===== src/common/ssipmf_pkg.sv =====
`default_nettype none

package ssipmf_pkg;

	typedef enum logic [3:0]
	{
		format_one   = 4'h1,
		format_two   = 4'h2,
		format_three = 4'h3,
		format_four  = 4'h4,
		format_five  = 4'h5,
		format_six   = 4'h6,
		format_seven = 4'h7,
		format_eight = 4'h8,
		format_nine  = 4'h9
	} ssipmf_format_e;

	typedef enum logic [1:0]
	{
		st_idle  = 2'b00,
		st_shift = 2'b01,
		st_trail = 2'b10
	} ssipmf_state_e;

	typedef struct packed
	{
		logic        strobe;
		logic        error;
		logic [21:0] position_word;
	} ssipmf_meas_s;

	localparam int          CLK_HZ       = 10_000_000;
	localparam int          TMU_US       = 20;
	localparam int          TMU_CYC      = TMU_US * (CLK_HZ / 1_000_000);
	localparam int          TS4_STEP_US  = 10;
	localparam int          TS4_CYC      = TS4_STEP_US * (CLK_HZ / 1_000_000);
	localparam int          TS9_STEP_US  = 1;
	localparam int          TS9_CYC      = TS9_STEP_US * (CLK_HZ / 1_000_000);

	localparam logic [7:0]  CRC_POLY     = 8'h97;
	localparam logic [7:0]  CRC_INIT     = 8'h00;

	localparam logic [5:0]  LEN_16       = 6'h10;
	localparam logic [5:0]  LEN_18       = 6'h12;
	localparam logic [5:0]  LEN_24       = 6'h18;
	localparam logic [5:0]  LEN_30       = 6'h1e;
	localparam logic [5:0]  LEN_32       = 6'h20;

	localparam logic [4:0]  RES_16       = 5'h10;
	localparam logic [4:0]  RES_18       = 5'h12;
	localparam logic [4:0]  RES_19       = 5'h13;
	localparam logic [4:0]  RES_22       = 5'h16;

	localparam logic [7:0]  OFF_CTRL     = 8'h00;
	localparam logic [7:0]  OFF_RES      = 8'h04;
	localparam logic [7:0]  OFF_STATUS   = 8'h08;
	localparam logic [7:0]  OFF_TSTAMP   = 8'h0c;
	localparam logic [7:0]  OFF_SHADOW   = 8'h10;

	localparam int          CTRL_USER_ZERO   = 0;
	localparam int          CTRL_FORCE_ALARM = 1;
	localparam logic [1:0]  CTRL_RST         = 2'h0;
	localparam logic [4:0]  RES_RST          = 5'h16;

endpackage : ssipmf_pkg

`default_nettype wire


===== src/logic/ssipmf_formatter.sv =====
// Decided for this implementation: the APB slave port and the register addresses.
`timescale 1ns/1ns
`default_nettype none

module ssipmf_formatter #(
	parameter ssipmf_pkg::ssipmf_format_e FORMAT = ssipmf_pkg::format_one
)(
	input  wire logic                     core_clk,
	input  wire logic                     rst,
	input  wire ssipmf_pkg::ssipmf_meas_s meas,
	input  wire logic                     sclk_pin,
	output logic                          sdata_pin,
	input  wire logic                     psel,
	input  wire logic                     penable,
	input  wire logic                     pwrite,
	input  wire logic [7:0]               paddr,
	input  wire logic [31:0]              pwdata,
	output logic [31:0]                   prdata,
	output logic                          pready,
	output logic                          pslverr
);

	function automatic logic [21:0] res_mask(input logic [4:0] res);
		res_mask = (22'h000001 << res) - 22'h000001;
	endfunction : res_mask

	function automatic logic [4:0] res_limit(input ssipmf_pkg::ssipmf_format_e fmt);
		case (fmt)
			ssipmf_pkg::format_three, ssipmf_pkg::format_five: res_limit = ssipmf_pkg::RES_16;
			ssipmf_pkg::format_eight:                          res_limit = ssipmf_pkg::RES_18;
			ssipmf_pkg::format_four, ssipmf_pkg::format_nine:  res_limit = ssipmf_pkg::RES_19;
			default:                                           res_limit = ssipmf_pkg::RES_22;
		endcase
	endfunction : res_limit

	function automatic logic [21:0] to_gray(input logic [21:0] b);
		to_gray = b ^ (b >> 1);
	endfunction : to_gray

	function automatic logic [7:0] crc8(input logic [23:0] d);
		logic [7:0] c;
		c = ssipmf_pkg::CRC_INIT;
		for (int i = 23; i >= 0; i--)
		begin
			if (c[7] ^ d[i])
				c = (c << 1) ^ ssipmf_pkg::CRC_POLY;
			else
				c = c << 1;
		end
		crc8 = c;
	endfunction : crc8

	function automatic logic [5:0] msg_len(input ssipmf_pkg::ssipmf_format_e fmt);
		case (fmt)
			ssipmf_pkg::format_three, ssipmf_pkg::format_five: msg_len = ssipmf_pkg::LEN_16;
			ssipmf_pkg::format_eight:                          msg_len = ssipmf_pkg::LEN_18;
			ssipmf_pkg::format_seven:                          msg_len = ssipmf_pkg::LEN_30;
			ssipmf_pkg::format_four, ssipmf_pkg::format_six,
			ssipmf_pkg::format_nine:                           msg_len = ssipmf_pkg::LEN_32;
			default:                                           msg_len = ssipmf_pkg::LEN_24;
		endcase
	endfunction : msg_len

	function automatic logic [31:0] build(input ssipmf_pkg::ssipmf_format_e fmt, input logic [21:0] m,
		input logic err, input logic zdef, input logic [10:0] ts);
		logic [21:0] g;
		logic [23:0] lo;
		g  = to_gray(m);
		lo = {~err, zdef, m};
		case (fmt)
			ssipmf_pkg::format_two:   build = {8'h00, m, ^m, err};
			ssipmf_pkg::format_three: build = {16'h0000, m[15:0]};
			ssipmf_pkg::format_four,
			ssipmf_pkg::format_nine:  build = {~err, zdef, m[18:0], ts};
			ssipmf_pkg::format_five:  build = {16'h0000, g[15:0]};
			ssipmf_pkg::format_six:   build = {crc8(lo), lo};
			ssipmf_pkg::format_seven: build = {2'h0, 6'h00, m, ^m, err};
			ssipmf_pkg::format_eight: build = {14'h0000, g[17:0]};
			default:                  build = {8'h00, lo};
		endcase
	endfunction : build

	localparam logic [5:0]  LEN      = msg_len(FORMAT);
	localparam logic [4:0]  RES_LIM  = res_limit(FORMAT);
	localparam logic [6:0]  TS_STEP  = (FORMAT == ssipmf_pkg::format_nine) ? 7'(ssipmf_pkg::TS9_CYC)
		: 7'(ssipmf_pkg::TS4_CYC);
	localparam logic [7:0]  TMU_LAST = 8'(ssipmf_pkg::TMU_CYC - 1);

	logic                           sclk_meta;
	logic                           sclk_sync;
	logic                           sclk_prev;
	logic                           sclk_fall;
	logic                           sclk_rise;
	ssipmf_pkg::ssipmf_state_e      state;
	logic [31:0]                    shadow;
	logic [5:0]                     bits_left;
	logic [7:0]                     gap;
	logic                           gap_done;
	logic                           next_bit;
	logic                           trail_bit;
	logic [6:0]                     ts_pre;
	logic                           ts_tick;
	logic [10:0]                    ts_count;
	logic [21:0]                    last_pos;
	logic                           last_err;
	logic [10:0]                    last_ts;
	logic [1:0]                     ctrl;
	logic [4:0]                     res;
	logic [4:0]                     eff_res;
	logic                           err_now;
	logic                           zero_default_flag;
	logic [31:0]                    next_prdata;
	logic                           addr_ok;

	// Serial clock pin synchroniser and edge detection
	always_ff @(posedge core_clk)
	begin
		if (rst)
		begin
			sclk_meta <= 1'b1;
			sclk_sync <= 1'b1;
			sclk_prev <= 1'b1;
		end
		else
		begin
			sclk_meta <= sclk_pin;
			sclk_sync <= sclk_meta;
			sclk_prev <= sclk_sync;
		end
	end

	assign sclk_fall = sclk_prev & ~sclk_sync;
	assign sclk_rise = ~sclk_prev & sclk_sync;

	// Free-running timestamp counter, wraps at full count
	assign ts_tick = (ts_pre == TS_STEP - 7'h01);

	always_ff @(posedge core_clk)
	begin
		if (rst)
		begin
			ts_pre   <= 7'h00;
			ts_count <= 11'h000;
		end
		else if (ts_tick)
		begin
			ts_pre   <= 7'h00;
			ts_count <= ts_count + 11'h001;
		end
		else
			ts_pre   <= ts_pre + 7'h01;
	end

	// Latest measurement with its timestamp
	always_ff @(posedge core_clk)
	begin
		if (rst)
		begin
			last_pos <= 22'h000000;
			last_err <= 1'b1;
			last_ts  <= 11'h000;
		end
		else if (meas.strobe)
		begin
			last_pos <= meas.position_word;
			last_err <= meas.error;
			last_ts  <= ts_count;
		end
	end

	assign eff_res           = (res > RES_LIM) ? RES_LIM : res;
	assign err_now           = last_err | ctrl[ssipmf_pkg::CTRL_FORCE_ALARM];
	assign zero_default_flag = ~ctrl[ssipmf_pkg::CTRL_USER_ZERO];
	assign next_bit          = (bits_left != 6'h00) ? shadow[5'(bits_left - 6'h01)] : err_now;
	assign gap_done          = (gap == TMU_LAST);

	// Update gap timer, restarted at every falling clock edge
	always_ff @(posedge core_clk)
	begin
		if (rst || state == ssipmf_pkg::st_idle || sclk_fall)
			gap <= 8'h00;
		else if (!gap_done)
			gap <= gap + 8'h01;
	end

	// Read cycle sequencer
	always_ff @(posedge core_clk)
	begin
		if (rst)
		begin
			state     <= ssipmf_pkg::st_idle;
			shadow    <= 32'h00000000;
			bits_left <= 6'h00;
			sdata_pin <= 1'b1;
			trail_bit <= 1'b0;
		end
		else
		begin
			case (state)
				ssipmf_pkg::st_idle:
				begin
					sdata_pin <= 1'b1;
					if (sclk_fall)
					begin
						shadow    <= build(FORMAT, last_pos & res_mask(eff_res), err_now,
							zero_default_flag, last_ts);
						bits_left <= LEN;
						state     <= ssipmf_pkg::st_shift;
					end
				end
				ssipmf_pkg::st_shift:
				begin
					if (gap_done)
					begin
						sdata_pin <= 1'b1;
						state     <= ssipmf_pkg::st_idle;
					end
					else if (sclk_rise)
					begin
						sdata_pin <= next_bit;
						if (bits_left != 6'h00)
							bits_left <= bits_left - 6'h01;
						else
						begin
							trail_bit <= next_bit;
							state     <= ssipmf_pkg::st_trail;
						end
					end
				end
				ssipmf_pkg::st_trail:
				begin
					if (gap_done)
					begin
						sdata_pin <= 1'b1;
						state     <= ssipmf_pkg::st_idle;
					end
				end
				default:
				begin
					sdata_pin <= 1'b1;
					state     <= ssipmf_pkg::st_idle;
				end
			endcase
		end
	end

	// APB slave, zero wait states
	assign pready  = 1'b1;
	assign addr_ok = (paddr == ssipmf_pkg::OFF_CTRL) || (paddr == ssipmf_pkg::OFF_RES)
		|| (paddr == ssipmf_pkg::OFF_STATUS) || (paddr == ssipmf_pkg::OFF_TSTAMP)
		|| (paddr == ssipmf_pkg::OFF_SHADOW);
	assign pslverr = psel & penable & ~addr_ok;

	always_ff @(posedge core_clk)
	begin
		if (rst)
		begin
			ctrl <= ssipmf_pkg::CTRL_RST;
			res  <= ssipmf_pkg::RES_RST;
		end
		else if (psel && penable && pwrite)
		begin
			if (paddr == ssipmf_pkg::OFF_CTRL)
				ctrl <= pwdata[1:0];
			else if (paddr == ssipmf_pkg::OFF_RES)
				res  <= (pwdata[4:0] > ssipmf_pkg::RES_22) ? ssipmf_pkg::RES_22 : pwdata[4:0];
		end
	end

	always_comb
	begin
		if (paddr == ssipmf_pkg::OFF_CTRL)
			next_prdata = {30'h00000000, ctrl};
		else if (paddr == ssipmf_pkg::OFF_RES)
			next_prdata = {27'h0000000, res};
		else if (paddr == ssipmf_pkg::OFF_STATUS)
			next_prdata = {20'h00000, FORMAT, err_now, zero_default_flag, state, bits_left == 6'h00,
				state != ssipmf_pkg::st_idle, sdata_pin, sclk_sync};
		else if (paddr == ssipmf_pkg::OFF_TSTAMP)
			next_prdata = {21'h000000, ts_count};
		else if (paddr == ssipmf_pkg::OFF_SHADOW)
			next_prdata = shadow;
		else
			next_prdata = 32'h00000000;
	end

	always_ff @(posedge core_clk)
	begin
		if (rst)
			prdata <= 32'h00000000;
		else if (psel && !penable && !pwrite)
			prdata <= next_prdata;
	end
endmodule : ssipmf_formatter

`default_nettype wire


===== config.mk =====
export PLATFORM = sky130hd
export DESIGN_NAME = ssipmf_formatter
export DESIGN_NICKNAME = d
export VERILOG_FILES = /design/src/common/ssipmf_pkg.sv /design/src/logic/ssipmf_formatter.sv
export SDC_FILE = /design/constraint.sdc
export NUM_CORES = 1
export LEC_CHECK = 0
export BUFFER_PORTS_ARGS = -buffer_cell sky130_fd_sc_hd__buf_2
export CORE_MARGIN = 2
export CORE_UTILIZATION = 60
export CTS_CLUSTER_SIZE = 14
export DETAILED_ROUTE_END_ITERATION = 12
export GPL_ROUTABILITY_DRIVEN = 0
export PLACE_DENSITY = 0.82
export SLEW_MARGIN = 25
export SYNTH_ARGS = -nofsm -noshare
export SYNTH_HDL_FRONTEND = slang
export SYNTH_SLANG_ARGS = --single-unit

===== constraint.sdc =====
create_clock -name core_clk -period 5.5 [get_ports core_clk]
set_input_delay 1.1 -clock core_clk [delete_from_list [all_inputs] [get_ports core_clk]]
set_output_delay 1.1 -clock core_clk [all_outputs]
set_load 0.05 [all_outputs]

=== Word level (Yosys, flattened, before mapping) ===
Cells that the tools add are included.

* Bits of input ports: 70
* Register bits: 124
* Output and inout port bits: 35
* Logic and storage cells: 101

* Shift-type cells: 1
* Bitwise logic cells: 12
* Multiplexer cells: 25
* Add/sub/neg operators: 5
* Reduce and logical (&&, ||, !) cells: 25
* Eq/ne operators: 15
* Magnitude comparators: 3

{| class="wikitable"
|+ Operators by type and width
! operator !! number
|-
| two-way mux 24 bit || 5
|-
| two-way mux 6 bit || 4
|-
| bitwise AND 22 bit || 1
|-
| << shifter 1 x 5 -> 22 bit, first input constant || 1
|-
| subtractor 22 x 1 -> 22 bit, second input constant || 1
|-
| equality test 8 x 4 -> 1 bit, second input constant || 2
|-
| one-hot mux 6 bit (2 select lines) || 1
|-
| adder 11 x 1 -> 11 bit, second input constant || 1
|-
| > comparator 5 bit, second input constant || 2
|-
| two-way mux 2 bit || 5
|-
| two-way mux 5 bit || 2
|-
| inequality test 2 bit, second input constant || 5
|-
| adder 8 x 1 -> 8 bit, second input constant || 1
|-
| equality test 8 x 3 -> 1 bit, second input constant || 1
|-
| equality test 8 x 5 -> 1 bit, second input constant || 1
|-
| equality test 8 bit, second input constant || 1
|-
| zero test 8 bit || 1
|-
| adder 7 x 1 -> 7 bit, second input constant || 1
|-
| equality test 7 bit, second input constant || 1
|-
| zero test 6 bit || 1
|-
| logical OR 1 bit || 6
|-
| less-than comparator 5 x 6 -> 1 bit, second input constant || 1
|-
| inequality test 3 bit, second input constant || 2
|-
| inverter 1 bit || 6
|-
| other kinds (19) || 33
|}

=== Depth between registers and ports, before layout ===
* Depth in word-level cells: 7
* Mapped depth: 11
* Gate-level depth less buffers: 8

=== Worst setup path after synthesis ===
Ideal clock, no wire load.

* Kind: input-to-output
* Start point: input port paddr[2]
* End point: output port pslverr
* Setup slack: 2.130 ns
* Stages on the path: 4
* Arrival time: 2.270 ns
* Buffers on the path: 1
* Data required time: 4.400 ns
* Path through: buf_2 > or2_2 > nand2_1 > a21oi_1

* Word-level cells in the longest chain between the ends: 7
* Elaborated cells on any way between the ends: 11
* Classes of those cells: 4 x eq/ne; 2 x bitwise; 5 x reduce/logical

{| class="wikitable"
|+ RTL lines
! item !! line !! source
|-
| from (decl) || ssipmf_formatter.sv:16 || <nowiki>input wire logic [7:0] paddr,</nowiki>
|-
| equality test 8 x 3 -> 1 bit or zero test 8 bit (tied branches) || ssipmf_formatter.sv:249 || <nowiki>assign addr_ok = (paddr == ssipmf_pkg::OFF_CTRL) || (paddr == ssipmf_pkg::OFF_RES)</nowiki>
|-
| logical OR 1 bit || ssipmf_formatter.sv:249 ||
|-
| logical OR 1 bit (2 in a row) || ssipmf_formatter.sv:250 || <nowiki>|| (paddr == ssipmf_pkg::OFF_STATUS) || (paddr == ssipmf_pkg::OFF_TSTAMP)</nowiki>
|-
| logical OR 1 bit (*) || ssipmf_formatter.sv:251 || <nowiki>|| (paddr == ssipmf_pkg::OFF_SHADOW);</nowiki>
|-
| inverter 1 bit (*) || ssipmf_formatter.sv:252 || <nowiki>assign pslverr = psel & penable & ~addr_ok;</nowiki>
|-
| bitwise AND 1 bit (*) || ssipmf_formatter.sv:252 ||
|-
| to (decl) || ssipmf_formatter.sv:20 || <nowiki>output logic pslverr</nowiki>
|}

Every way passes the cells marked *; elsewhere a longest branch is shown, timed or not.

=== Worst setup path in the final report ===
Ends and elaborated chain as after synthesis.

==> results by group <==
Status
  • Status: completed

STA
  • Rel. slew slack: 33.82%
  • Worst-Margin Slew: 0.9873 ns
  • Fmax: 0.3096 GHz
  • Final setup vio count: 0
  • Clk_skew: 0.008118 ns
  • RSZ-0062 raised after global routing: false
  • TNS Setup: 0 ns
  • Max Slew Vio Count: 0
  • Final period util: 58.73%
  • Count of final hold-check violations: 0
  • Min cycle time layout: 3.230 ns

Worst setup path
  • CP Capture Type: output pin
  • Critical path arrival: 2.13 ns
  • Critical Path Source: paddr[2]
  • Crit path kind: in -> out
  • CP Launch Type: input pin
  • Required time worst endpoint: 4.40 ns
  • Worst R2R Start: res[4]
  • Worst Path Max Fanout: 18
  • Reg2reg setup slack: 2.68 ns

Route
  • Vias/cell: 5.963
  • Final wirelength: 14130 um
  • TritonRoute pass-1 iters: 5
  • DRC Markers: 0
  • Highest routed layer: met4
  • Post-route ant nets: 0
  • Initial DRC count: 314
  • WL met3: 1159 um
  • Metal2 WL: 6516 um
  • Via count: 5158
  • Routed length on met1: 6125 um
  • DR WL/cell: 16.34 um

Global route
  • Initial antenna violation count: 0
  • Total Routing Usage GR: 28.23%
  • Largest net degree at the start of global routing: 58
  • Congestion Overflow GR: 0
  • Vias in the first global route: 4689
  • First-pass GRT wire length: 22920 um

Die
  • Overall die area: 10400 um^2
  • Die Wd: 102.0 um
  • Rows: 35
  • Area of the core: 9284 um^2
  • Initial Util: 62.05%
  • Top-Level Pins: 105
  • Die Ht: 102.0 um

Final layout
  • Commonest non-fill, non-tap cell in the layout: dfxtp_1
  • ANT cells: 0
  • Post-route insts no fill: 865
  • Final core occ: 71.56%
  • Nets: 800
  • Share of layout cells above drive strength 1: 17.66%
  • Area delta synth->final: 15.33%
  • Most frequent cells in the layout: dfxtp_1, nor2_1, nand2_1

Logic synthesis
  • Ys async rst share: 0%
  • Register area share after synthesis: 40.31%
  • Synth top area share: 40.31%
  • Synth area leaders: dfxtp_1, nor2_1, mux2i_1, a21oi_1, nand2_1
  • Syn Std Cell Area: 5761 um^2
  • Yosys top cell by area: dfxtp_1
  • Cell variety after synth: 68
  • Avg Synthesized Cell Area: 8.434 um^2
  • Post-synthesis cell count: 683
  • Yosys warns: 0
  • Flops & latches, synth: 116
  • Top FF cell, synth: dfxtp_1
  • EDFF count, synth: 0

Flow run
  • Max-Cap Viols: 0

Power and ir drop
  • Leak: 2.603 nW
  • Pwr/cell area: 321.7 nW/um^2
  • Total power: 0.002138 W
  • VDD IR max: 176.5 uV

Min path
  • Worst min path class: reg -> reg
  • Hold Crit Start: sclk_meta

Placement
  • Final HPWL from detailed placement: 9495 um
  • Port Buffers: 68
  • Inst Count DP: 834

CTS
  • Clock root cell: clkbuf_8
  • Clk slew on worst S/H paths: 0.05 ns
  • Htree depth: 4
  • Cts repair resizes: 0
  • Clock Path Buffers: 2
  • Postcts setup bufs: 0
  • Clock latency on the worst-skew pair: 0.52 ns
  • CTS tree: done
  • CTS Hold Buffers Added: 0
  • CTS buffer count: 17
  • Sink Count: 116
metrics by stage:
stage / setup WS [ns] / cell area (um^2) / hold WS [ns]
2_1_floorplan: 2.130 / 5787 / 0.3895
3_3_place_gp: 2.337 / 6042 / 0.4049
3_5_place_dp: 2.322 / 6042 / 0.4102
4_1_cts: 2.283 / 6641 / 0.4227
5_1_grt: 2.194 / 6644 / 0.4330
6_report: 2.270 / 6644 / 0.4133
state kept, by name, summed over array words and instances (netlist names):
| signal | cells |
|---|---|
| res | 5 |
| last_err | 1 |
| ts_count | 11 |
| last_pos | 22 |
| sclk_sync | 1 |
| ctrl | 2 |
| sclk_meta | 1 |
| state | 2 |
| ts_pre | 7 |
| sclk_prev | 1 |
| bits_left | 6 |
| prdata | 24 |
| gap | 8 |
| sdata_pin | 1 |
| shadow | 24 |
cells by family (layout without fill, tap and decap cells):
group / Yosys count / count (layout) / share of synthesized area, %
compound gates: 151 / 151 / 16.90
xor+xnor: 20 / 20 / 3.041
fa+ha+maj: 6 / 6 / 1.303
buf+inv: 64 / 110 / 5.213
flops: 116 / 116 / 40.31
mux: 37 / 37 / 7.776
other cells: 2 / 9 / 0.1304
simple gates: 287 / 287 / 25.33
worst max-delay path, cell delays in order:
cell	delay, ns
buf_2	0.26
or2_2	0.23
nand2_1	0.08
a21oi_1	0.17
buf_2	0.28
where the power goes:
group / total [W] / switching, W / internal (W)
clock network: 0.00110 / 0.000372 / 0.000732
registers: 0.000881 / 0.0000198 / 0.000861
logic: 0.000152 / 0.0000973 / 0.0000551
total: 0.00214 / 0.000489 / 0.00165
synthesized netlist by cell type (all sizes together) (4+ instances only):
| master | instances |
|---|---|
| dfxtp | 116 |
| nor2 | 91 |
| nand2 | 71 |
| a21oi | 55 |
| nand3 | 31 |
| clkbuf | 29 |
| mux2i | 29 |
| buf | 26 |
| o21ai | 25 |
| a22oi | 17 |
| nand2b | 14 |
| nor3 | 13 |
| nor2b | 11 |
| xnor2 | 11 |
| inv | 9 |
| xor2 | 9 |
| nand3b | 8 |
| o211ai | 8 |
| or2 | 8 |
| a31oi | 7 |
| or3 | 7 |
| and2 | 6 |
| ha | 6 |
| mux4 | 6 |
| a21o | 5 |
| and3 | 5 |
| nor3b | 5 |
| nor4 | 5 |
| a211oi | 4 |
| o31ai | 4 |
layer usage:
metal,vias up,global-route usage [%]
met1,2409,37.44
met3,39,7.729
met2,233,44.69
met4,0,9.641
li1,2477,-
met5,-,0
final cells by class:
cell class              instances  area, um^2
clock buffers                  22       473.0
repair buffers                 70       355.3
inverters                       9       33.78
flip-flops and latches        116        2322
fillers                       705        2640
clock inverters                 9       126.4
multi-input cells             510        3172
well taps                     129       161.4
path summary, 6_finish.rpt:
path                             endpoint  cells after the start
worst min-delay path            sclk_sync                      1
worst max-delay path              pslverr                      5
worst min register to register  sclk_sync                      1
worst max register to register  shadow[8]                      8
Power figures use the tool's default switching activity.
